==> src/lerm_pkg.sv <==
// ==========================================================
// link error rate monitor constants and types
package lerm_pkg;

  // ==========================================================
  // register byte offsets
  localparam logic [15:0] CTRL_OFS = 16'h1068;
  localparam logic [15:0] LIMITS_OFS = 16'h106C;
  localparam logic [15:0] IRQ_STS_OFS = 16'h1070;
  localparam logic [15:0] IRQ_MASK_OFS = 16'h1074;

  // ==========================================================
  // field positions (lsb)
  localparam int DECAY_SEL_LSB = 24;
  localparam int OVERSHOOT_LSB = 16;
  localparam int PEAK_LSB = 8;
  localparam int TALLY_LSB = 0;
  localparam int BROKEN_LIM_LSB = 24;
  localparam int DEGRADED_LIM_LSB = 16;
  localparam int IRQ_BROKEN_BIT = 0;
  localparam int IRQ_DEGRADED_BIT = 1;

  // ==========================================================
  // register layouts
  typedef struct packed {
    logic [7:0] decay_step_select;
    logic [5:0] rsvd;
    logic [1:0] overshoot_limit_select;
    logic [7:0] peak_tally;
    logic [7:0] link_fault_tally;
  } lerm_ctrl_t;

  typedef struct packed {
    logic [7:0] broken_link_limit;
    logic [7:0] degraded_link_limit;
    logic [15:0] rsvd;
  } lerm_limits_t;

  // ==========================================================
  // reset values
  localparam logic [31:0] CTRL_RST = 32'h8000_0000;
  localparam logic [31:0] LIMITS_RST = 32'hFFFF_0000;
  localparam logic [1:0] IRQ_MASK_RST = 2'h0;

  // ==========================================================
  // decay step codes
  localparam logic [7:0] DECAY_OFF = 8'h00;
  localparam logic [7:0] DECAY_C01 = 8'h01;
  localparam logic [7:0] DECAY_C02 = 8'h02;
  localparam logic [7:0] DECAY_C04 = 8'h04;
  localparam logic [7:0] DECAY_C08 = 8'h08;
  localparam logic [7:0] DECAY_C10 = 8'h10;
  localparam logic [7:0] DECAY_C20 = 8'h20;
  localparam logic [7:0] DECAY_C40 = 8'h40;
  localparam logic [7:0] DECAY_C80 = 8'h80;
  localparam logic [7:0] DECAY_DEBUG = 8'hFF;

  // ==========================================================
  // overshoot allowances above the broken link limit
  localparam logic [8:0] OVERSHOOT_00 = 9'h002;
  localparam logic [8:0] OVERSHOOT_01 = 9'h004;
  localparam logic [8:0] OVERSHOOT_10 = 9'h010;
  localparam logic [8:0] TALLY_MAX = 9'h0FF;

  // ==========================================================
  // decay periods and cycle counts
  localparam real CLK_MHZ = 50.0;
  localparam real DECAY_01_MS = 1.31;
  localparam real DECAY_02_MS = 10.48;
  localparam real DECAY_04_MS = 83.88;
  localparam real DECAY_08_S = 1.342;
  localparam real DECAY_10_S = 10.74;
  localparam real DECAY_20_S = 86.0;
  localparam real DECAY_40_S = 1374.0;
  localparam real DECAY_80_S = 10995.0;
  localparam real DECAY_DEBUG_US = 1.28;
  localparam int CYC_W = 40;
  localparam longint DECAY_01_CYC = longint'(DECAY_01_MS * 1.0e3 * CLK_MHZ);
  localparam longint DECAY_02_CYC = longint'(DECAY_02_MS * 1.0e3 * CLK_MHZ);
  localparam longint DECAY_04_CYC = longint'(DECAY_04_MS * 1.0e3 * CLK_MHZ);
  localparam longint DECAY_08_CYC = longint'(DECAY_08_S * 1.0e6 * CLK_MHZ);
  localparam longint DECAY_10_CYC = longint'(DECAY_10_S * 1.0e6 * CLK_MHZ);
  localparam longint DECAY_20_CYC = longint'(DECAY_20_S * 1.0e6 * CLK_MHZ);
  localparam longint DECAY_40_CYC = longint'(DECAY_40_S * 1.0e6 * CLK_MHZ);
  localparam longint DECAY_80_CYC = longint'(DECAY_80_S * 1.0e6 * CLK_MHZ);
  localparam logic [CYC_W-1:0] DECAY_DEBUG_CYC =
    CYC_W'(longint'(DECAY_DEBUG_US * CLK_MHZ));

  // ==========================================================
  // data phase states
  typedef enum logic [1:0] {
    DP_IDLE,
    DP_WR,
    DP_RD_WAIT,
    DP_RD_DONE
  } lerm_dphase_t;

endpackage

==> src/lerm_monitor.sv <==
// Functional notes
// - keep 8-bit error tally, plus one per detected error
// - tally saturates, never wraps up or below zero
// - tally keeps counting after any limit is reached
// - decay select zero means the tally never decays
// - one-hot decay codes decrement once per selected period; others except all ones none
// - decay periods are times, converted from the bus clock rate
// - decay select all ones decrements every 1.28 us, debug only
// - overshoot select caps tally above broken limit: 2, 4, 16, none
// - peak follows the tally whenever the tally rises above it
// - peak only falls through a software write
// - report when the tally becomes equal to a limit
// - broken limit zero disables it; 1 to 255 sets report count
// - degraded limit zero disables it; 1 to 255 sets report count
// - broken limit report marks a possibly broken link
// - degraded limit report marks a degrading link, separately
//
// Decided for this implementation: the AHB-Lite register port.
`timescale 1ns/1ps
module lerm_monitor #(
  parameter logic [39:0] DECAY_01_CYC = 40'(lerm_pkg::DECAY_01_CYC),
  parameter logic [39:0] DECAY_02_CYC = 40'(lerm_pkg::DECAY_02_CYC),
  parameter logic [39:0] DECAY_04_CYC = 40'(lerm_pkg::DECAY_04_CYC),
  parameter logic [39:0] DECAY_08_CYC = 40'(lerm_pkg::DECAY_08_CYC),
  parameter logic [39:0] DECAY_10_CYC = 40'(lerm_pkg::DECAY_10_CYC),
  parameter logic [39:0] DECAY_20_CYC = 40'(lerm_pkg::DECAY_20_CYC),
  parameter logic [39:0] DECAY_40_CYC = 40'(lerm_pkg::DECAY_40_CYC),
  parameter logic [39:0] DECAY_80_CYC = 40'(lerm_pkg::DECAY_80_CYC)
) (
  // clock and reset
  input wire logic clk,
  input wire logic sys_rst,
  // ahb-lite slave
  input wire logic hsel,
  input wire logic [31:0] haddr,
  input wire logic [1:0] htrans,
  input wire logic hwrite,
  input wire logic [2:0] hsize,
  input wire logic [31:0] hwdata,
  input wire logic hready,
  output logic hreadyout,
  output logic [31:0] hrdata,
  output logic hresp,
  // error detector
  input wire logic xmit_err,
  // link reports
  output logic broken_link_evt,
  output logic degraded_link_evt,
  output logic irq
);

  // ==========================================================
  // bus slave
  lerm_pkg::lerm_dphase_t dp_r, dp_nxt;
  logic [15:0] addr_r;
  logic [31:0] hrdata_r;
  wire logic addr_ok = hsel && htrans[1] && hready;
  wire logic [15:0] haddr_lo = haddr[15:0];
  wire logic unused_size = |hsize;
  wire logic sel_ctrl = addr_r[15:2] == lerm_pkg::CTRL_OFS[15:2];
  wire logic sel_lim = addr_r[15:2] == lerm_pkg::LIMITS_OFS[15:2];
  wire logic sel_sts = addr_r[15:2] == lerm_pkg::IRQ_STS_OFS[15:2];
  wire logic sel_mask = addr_r[15:2] == lerm_pkg::IRQ_MASK_OFS[15:2];
  wire logic wr_phase = dp_r == lerm_pkg::DP_WR;
  wire logic wr_ctrl = wr_phase && sel_ctrl;
  wire logic wr_lim = wr_phase && sel_lim;
  wire logic wr_sts = wr_phase && sel_sts;
  wire logic wr_mask = wr_phase && sel_mask;

  always_comb
  begin
    dp_nxt = lerm_pkg::DP_IDLE;
    case (dp_r)
      lerm_pkg::DP_RD_WAIT: dp_nxt = lerm_pkg::DP_RD_DONE;
      lerm_pkg::DP_IDLE,
      lerm_pkg::DP_WR,
      lerm_pkg::DP_RD_DONE:
      begin
        if (addr_ok)
        begin
          dp_nxt = hwrite ? lerm_pkg::DP_WR : lerm_pkg::DP_RD_WAIT;
        end
      end
      default: dp_nxt = lerm_pkg::DP_IDLE;
    endcase
  end

  always_ff @(posedge clk)
  begin
    if (sys_rst)
    begin
      dp_r <= lerm_pkg::DP_IDLE;
      addr_r <= 16'h0000;
    end
    else
    begin
      dp_r <= dp_nxt;
      if (addr_ok)
      begin
        addr_r <= haddr_lo;
      end
    end
  end

  // ==========================================================
  // registers
  lerm_pkg::lerm_ctrl_t ctrl_r, ctrl_nxt;
  lerm_pkg::lerm_limits_t lim_r;
  logic [1:0] sts_r;
  logic [1:0] mask_r;
  lerm_pkg::lerm_ctrl_t wr_ctrl_val;
  lerm_pkg::lerm_limits_t wr_lim_val;

  assign wr_ctrl_val = hwdata;
  assign wr_lim_val = hwdata;

  wire logic [7:0] decay_sel = ctrl_r.decay_step_select;
  wire logic [7:0] tally = ctrl_r.link_fault_tally;
  wire logic [7:0] peak = ctrl_r.peak_tally;
  wire logic [7:0] broken_lim = lim_r.broken_link_limit;
  wire logic [7:0] degraded_lim = lim_r.degraded_link_limit;

  // ==========================================================
  // decay timer
  logic [39:0] tick_cnt_r;
  logic [7:0] sel_seen_r;
  wire logic [39:0] decay_per =
    (decay_sel == lerm_pkg::DECAY_C01) ? DECAY_01_CYC :
    (decay_sel == lerm_pkg::DECAY_C02) ? DECAY_02_CYC :
    (decay_sel == lerm_pkg::DECAY_C04) ? DECAY_04_CYC :
    (decay_sel == lerm_pkg::DECAY_C08) ? DECAY_08_CYC :
    (decay_sel == lerm_pkg::DECAY_C10) ? DECAY_10_CYC :
    (decay_sel == lerm_pkg::DECAY_C20) ? DECAY_20_CYC :
    (decay_sel == lerm_pkg::DECAY_C40) ? DECAY_40_CYC :
    (decay_sel == lerm_pkg::DECAY_C80) ? DECAY_80_CYC :
    (decay_sel == lerm_pkg::DECAY_DEBUG) ? lerm_pkg::DECAY_DEBUG_CYC :
    40'h00_0000_0000;
  wire logic decay_on = decay_per != 40'h00_0000_0000;
  wire logic sel_changed = decay_sel != sel_seen_r;
  wire logic decay_tick = decay_on && !sel_changed &&
    (tick_cnt_r == decay_per - 40'h00_0000_0001);

  always_ff @(posedge clk)
  begin
    if (sys_rst)
    begin
      tick_cnt_r <= 40'h00_0000_0000;
      sel_seen_r <= lerm_pkg::CTRL_RST[31:24];
    end
    else
    begin
      sel_seen_r <= decay_sel;
      if (!decay_on || sel_changed || decay_tick)
      begin
        tick_cnt_r <= 40'h00_0000_0000;
      end
      else
      begin
        tick_cnt_r <= tick_cnt_r + 40'h00_0000_0001;
      end
    end
  end

  // ==========================================================
  // tally ceiling
  wire logic [1:0] ovr_sel = ctrl_r.overshoot_limit_select;
  wire logic [8:0] ovr_add =
    (ovr_sel == 2'h0) ? lerm_pkg::OVERSHOOT_00 :
    (ovr_sel == 2'h1) ? lerm_pkg::OVERSHOOT_01 :
    lerm_pkg::OVERSHOOT_10;
  wire logic [8:0] ovr_sum = {1'b0, broken_lim} + ovr_add;
  wire logic no_cap = (ovr_sel == 2'h3) || (broken_lim == 8'h00);
  wire logic [8:0] tally_cap =
    (no_cap || ovr_sum > lerm_pkg::TALLY_MAX) ? lerm_pkg::TALLY_MAX :
    ovr_sum;

  // ==========================================================
  // tally and peak update
  wire logic can_inc = {1'b0, tally} < tally_cap;
  wire logic inc = xmit_err && can_inc;
  wire logic dec = decay_tick && (tally != 8'h00);
  wire logic [7:0] tally_hw =
    (inc && !dec) ? tally + 8'h01 :
    (dec && !inc) ? tally - 8'h01 :
    tally;

  always_comb
  begin
    ctrl_nxt = ctrl_r;
    if (wr_ctrl)
    begin
      ctrl_nxt = wr_ctrl_val;
      ctrl_nxt.rsvd = 6'h00;
    end
    else
    begin
      ctrl_nxt.link_fault_tally = tally_hw;
      if (tally_hw > peak)
      begin
        ctrl_nxt.peak_tally = tally_hw;
      end
    end
  end

  // ==========================================================
  // limit reports
  wire logic hw_move = !wr_ctrl && (tally_hw != tally);
  wire logic hit_broken = hw_move && (broken_lim != 8'h00) &&
    (tally_hw == broken_lim);
  wire logic hit_degraded = hw_move && (degraded_lim != 8'h00) &&
    (tally_hw == degraded_lim);
  wire logic [1:0] sts_set = {hit_degraded, hit_broken};
  wire logic [1:0] sts_clr = wr_sts ? hwdata[1:0] : 2'h0;
  logic broken_evt_r;
  logic degraded_evt_r;

  always_ff @(posedge clk)
  begin
    if (sys_rst)
    begin
      ctrl_r <= lerm_pkg::CTRL_RST;
      lim_r <= lerm_pkg::LIMITS_RST;
      sts_r <= 2'h0;
      mask_r <= lerm_pkg::IRQ_MASK_RST;
      broken_evt_r <= 1'b0;
      degraded_evt_r <= 1'b0;
    end
    else
    begin
      ctrl_r <= ctrl_nxt;
      if (wr_lim)
      begin
        lim_r <= {wr_lim_val.broken_link_limit,
          wr_lim_val.degraded_link_limit, 16'h0000};
      end
      sts_r <= (sts_r & ~sts_clr) | sts_set;
      if (wr_mask)
      begin
        mask_r <= hwdata[1:0];
      end
      broken_evt_r <= hit_broken;
      degraded_evt_r <= hit_degraded;
    end
  end

  // ==========================================================
  // read data
  wire logic [31:0] rd_mux =
    sel_ctrl ? ctrl_r :
    sel_lim ? lim_r :
    sel_sts ? {30'h0000_0000, sts_r} :
    sel_mask ? {30'h0000_0000, mask_r} :
    32'h0000_0000;

  always_ff @(posedge clk)
  begin
    if (sys_rst)
    begin
      hrdata_r <= 32'h0000_0000;
    end
    else if (dp_r == lerm_pkg::DP_RD_WAIT)
    begin
      hrdata_r <= rd_mux;
    end
  end

  // ==========================================================
  // outputs
  // one wait state in the first read data phase cycle only
  assign hreadyout = (dp_r != lerm_pkg::DP_RD_WAIT);
  assign hrdata = hrdata_r;
  assign hresp = 1'b0;
  assign broken_link_evt = broken_evt_r;
  assign degraded_link_evt = degraded_evt_r;
  assign irq = |(sts_r & mask_r);

endmodule // lerm_monitor

==> config.mk <==
export PLATFORM = sky130hd
export DESIGN_NAME = lerm_monitor
export DESIGN_NICKNAME = d
export VERILOG_FILES = /design/src/lerm_pkg.sv /design/src/lerm_monitor.sv
export SDC_FILE = /design/constraint.sdc
export NUM_CORES = 1
export LEC_CHECK = 0
export ABC_AREA = 1
export BUFFER_PORTS_ARGS = -buffer_cell sky130_fd_sc_hd__buf_2
export CAP_MARGIN = 0
export CELL_PAD_IN_SITES_DETAIL_PLACEMENT = 2
export CELL_PAD_IN_SITES_GLOBAL_PLACEMENT = 2
export CORE_MARGIN = 2
export CORE_UTILIZATION = 32
export CTS_CLUSTER_DIAMETER = 120
export CTS_CLUSTER_SIZE = 14
export DETAILED_ROUTE_END_ITERATION = 10
export GPL_ROUTABILITY_DRIVEN = 0
export PLACE_DENSITY_LB_ADDON = 0.1
export SYNTH_ARGS = -nofsm -noshare
export SYNTH_HDL_FRONTEND = slang
export SYNTH_SLANG_ARGS = --single-unit
export TNS_END_PERCENT = 50
==> constraint.sdc <==
create_clock -name clk -period 6.5 [get_ports clk]
set_input_delay 1.3 -clock clk [delete_from_list [all_inputs] [get_ports clk]]
set_output_delay 1.3 -clock clk [all_outputs]
set_load 0.05 [all_outputs]
==> results.md <==
* Sequential fraction of the synthesis area at between 30% and 40%
* Initial antenna violation count at 0
* Min cycle time layout at 5.534 ns
* Max cap viols at 0
* First DRT Iteration DRCs at between 300 and 400
* P&R area growth vs syn at 14.74%
* Critical path arrival at between 5 and 6 ns
* Max incr delay on CP at around 0.54 ns
* DP Worst Slack at roughly 0.97 ns
* Fmax at 0.1807 GHz
* Total routed wirelength at about 33,000 um
* Syn_nets at between 1k and 1.5k
* Worst reg-to-reg path cell count at 27
* Seq. cell area at between 0.002 and 0.003 mm^2
* DP HPWL at around 24,000 um
* Asr flop ratio synth at 0%
* CTS tree: done
* Clock sink total at 144
* DRC violation count after routing at 0
* Post-CTS sizing at 0
* Placed inst area at just under 0.01 mm^2
* CP Launch Type: flip-flop
* Vias post-DR at 9,178
* Inserted Clock Buffers at 17
* Post-CTS setup buffer count at 0
* Setup TNS at 0 ns
* Worst Path Required at approximately 7 ns
* Top Ports at between 100 and 150
* Row count at 61
* Final global-route overflow total at 0
* Synth Flop Type: dfxtp_1
* Post-Place Cells at roughly 1.8k
* CORE AREA at around 0.028 mm^2
* Clk_lat worst skew at around 0.45 ns
* Crit path kind: flip-flop to flip-flop
* Hold Path Depth at 1
* H-tree depth at 4
* CP endpoint kind: flip-flop
* Yosys reg bits at about 140
* Largest net degree at the start of global routing at between 50 and 60
* Yosys warning count at 0
* Setup violators final at 0
* I/O Buffers at a little under 90
* Outcome: completed
* Unrepaired setup endpoints after global routing: no
* DRT antenna net count at 0
* Skew final at about 0.021 ns
* Final Cycle Share at 85.14%
* First-pass GRT wire length at approximately 53,000 um
* Cell Area, Synth at slightly above 0.009 mm^2
* Final instance area at between 0.01 and 0.015 mm^2
* Starting Density at 32.57%
* Leakage at 4.627 nW
* Syn_area_per_cell at about 6.7 um^2
* Rel. slew slack at a little under 20%
* Die height at between 150 and 200 um
* Setup ws final at 0.9660 ns
* VDD IR max at about 170 uV
* Layout filler cell count at between 3k and 4k
* Max Slew Vio Count at 0
* CP max FO at 20
* P per Cell Area at roughly 210 mW/mm^2
* CTS Hold Bufs at 0
* Routed WL per cell at 18.01 um
* Crit path max-delay cell type: dfxtp_1
* Initial DRT Pass Iterations at 4
* CTS root buffer: clkbuf_16
* Antenna Cells at 0
* Netlist cell types at 60
* Clock Tree Buf Depth at 2
* Hold crit path type: flip-flop to flip-flop
* Share of cells above drive strength 1 at ~16%
* Die width at 172.2 um
* Post-synth EDFFs at 0
* Final Hold Viols at 0
* Overall Global Routing Usage at a little under a quarter
* R2R Setup Slk at slightly below 1 ns
* Clock-pin slew on the worst setup and hold paths at 0.07 ns
* Non-Filler Instances at between 1.5k and 2k
* Area of the multi-input gates at 0.005316 mm^2
* Syn Inst Count at around 1.4k
* Die area at 0.02964 mm^2
* Vias in the first global route at roughly 9.8k
* DR vias/cell at a little over 5
* Worst-margin pin slew at 1.202 ns
* Final nets at 1,525
==> path summary, 6_finish.rpt <==
kind	endpoint	start
min reg2reg	tick_cnt_r[0]$_SDFF_PP0_	tick_cnt_r[0]$_SDFF_PP0_
max reg2reg	peak[1]$_SDFFE_PP0P_	decay_sel[0]$_SDFFE_PP0P_
min	tick_cnt_r[0]$_SDFF_PP0_	tick_cnt_r[0]$_SDFF_PP0_
max	peak[1]$_SDFFE_PP0P_	decay_sel[0]$_SDFFE_PP0P_
==> stage by stage <==
step	power, W	utilization, %	hold slack [ns]
after global placement	0.001215	35.29	0.4265
after floorplan	0.001127	-	0.4179
after detailed placement	0.001225	35.29	0.4465
final	0.002226	37.37	0.4534
after global routing	0.002334	37.37	0.4844
after CTS	0.002261	37.37	0.4574
==> worst max-delay path: cells and delay by family, from the launching register on <==
| kind | cells | cell delay (ns) |
|---|---|---|
| AND/OR/NAND/NOR | 20 | 3.39 |
| adder cells (fa/ha/maj) | 2 | 0.65 |
| flip-flops | 1 | 0.54 |
| AO/OA/AOI/OAI | 3 | 0.52 |
| buffers and inverters | 2 | 0.34 |
==> final cells by class <==
| type | instances | area share, % |
|---|---|---|
| Clock buffer | 18 | 4.134 |
| Clock inverter | 13 | 1.446 |
| Inverter | 168 | 6.074 |
| Multi-Input combinational cell | 998 | 51.20 |
| Sequential cell | 144 | 27.77 |
| Tap cell | 378 | 4.555 |
| Timing Repair Buffer | 96 | 4.820 |
==> cell families after synthesis <==
group	Yosys count	synth area share, %
xor gates and xnor gates	44	4.660
and+or+nand+nor	741	38.62
adders and majority gates	25	3.540
DFF	144	31.86
buffers and inverters	217	9.444
AOI/OAI and AO/OA	187	11.84
other	1	0.04144
==> layout by cell type, fill, tap and decap left out, types with 17 or more instances in the layout <==
| master | instances |
|---|---|
| nand2_1 | 308 |
| nor2_1 | 152 |
| inv_1 | 151 |
| dfxtp_1 | 144 |
| nand3_1 | 128 |
| a21oi_1 | 92 |
| buf_2 | 88 |
| o21ai_0 | 43 |
| xor2_1 | 35 |
| ha_1 | 24 |
| nand4_1 | 23 |
| nor3_1 | 22 |
| nor2_2 | 19 |
| nand2_2 | 18 |
| clkbuf_16 | 17 |
==> sequential cells by signal, indices dropped and copies added, names as in the netlist, 2 cells and up <==
register and cells:
tick_cnt_r 40, hrdata 32, addr_r 14, broken_lim 8, decay_sel 8, degraded_lim 8
peak 8, sel_seen_r 8, tally 8, dp_r 2, mask_r 2, ovr_sel 2
sts_r 2
==> metal layers <==
layer / vias to the layer above / track usage (%) / wire, um
li1: 4559 / - / -
met3: 24 / 2.838 / 519
met4: 0 / 5.627 / 423
met5: - / 0 / 0
met2: 78 / 43.43 / 16880
met1: 4517 / 27.97 / 14870
==> cells in the mapped netlist (6+ instances only) <==
| cell | n | area share (%) |
|---|---|---|
| xnor2_1 | 6 | 0.58 |
| nor3_1 | 22 | 1.2 |
| o21ai_0 | 43 | 2.4 |
| inv_1 | 151 | 6.3 |
| nand3_2 | 7 | 0.77 |
| o221ai_1 | 9 | 0.87 |
| ha_1 | 24 | 3.3 |
| nand3b_1 | 6 | 0.50 |
| clkbuf_1 | 37 | 1.5 |
| xor2_1 | 35 | 3.4 |
| nor2_2 | 17 | 1.2 |
| or2_2 | 12 | 0.83 |
| nand2_1 | 308 | 13 |
| o211ai_1 | 13 | 1.1 |
| nor2_4 | 6 | 0.75 |
| nand2_2 | 18 | 1.2 |
| a22oi_1 | 7 | 0.58 |
| inv_2 | 15 | 0.62 |
| nand4_1 | 23 | 1.6 |
| a21oi_1 | 92 | 5.1 |
| nor3b_1 | 11 | 0.91 |
| nor4_1 | 6 | 0.41 |
| nor2_1 | 154 | 6.4 |
| dfxtp_1 | 144 | 32 |
| nand3_1 | 128 | 7.1 |
==> power breakdown <==
group	switching, W	internal [W]
logic	0.000181	0.0000954
clock network	0.000451	0.000571
registers	0.0000239	0.000904
total	0.000656	0.00157
Power figures use the tool's default switching activity.
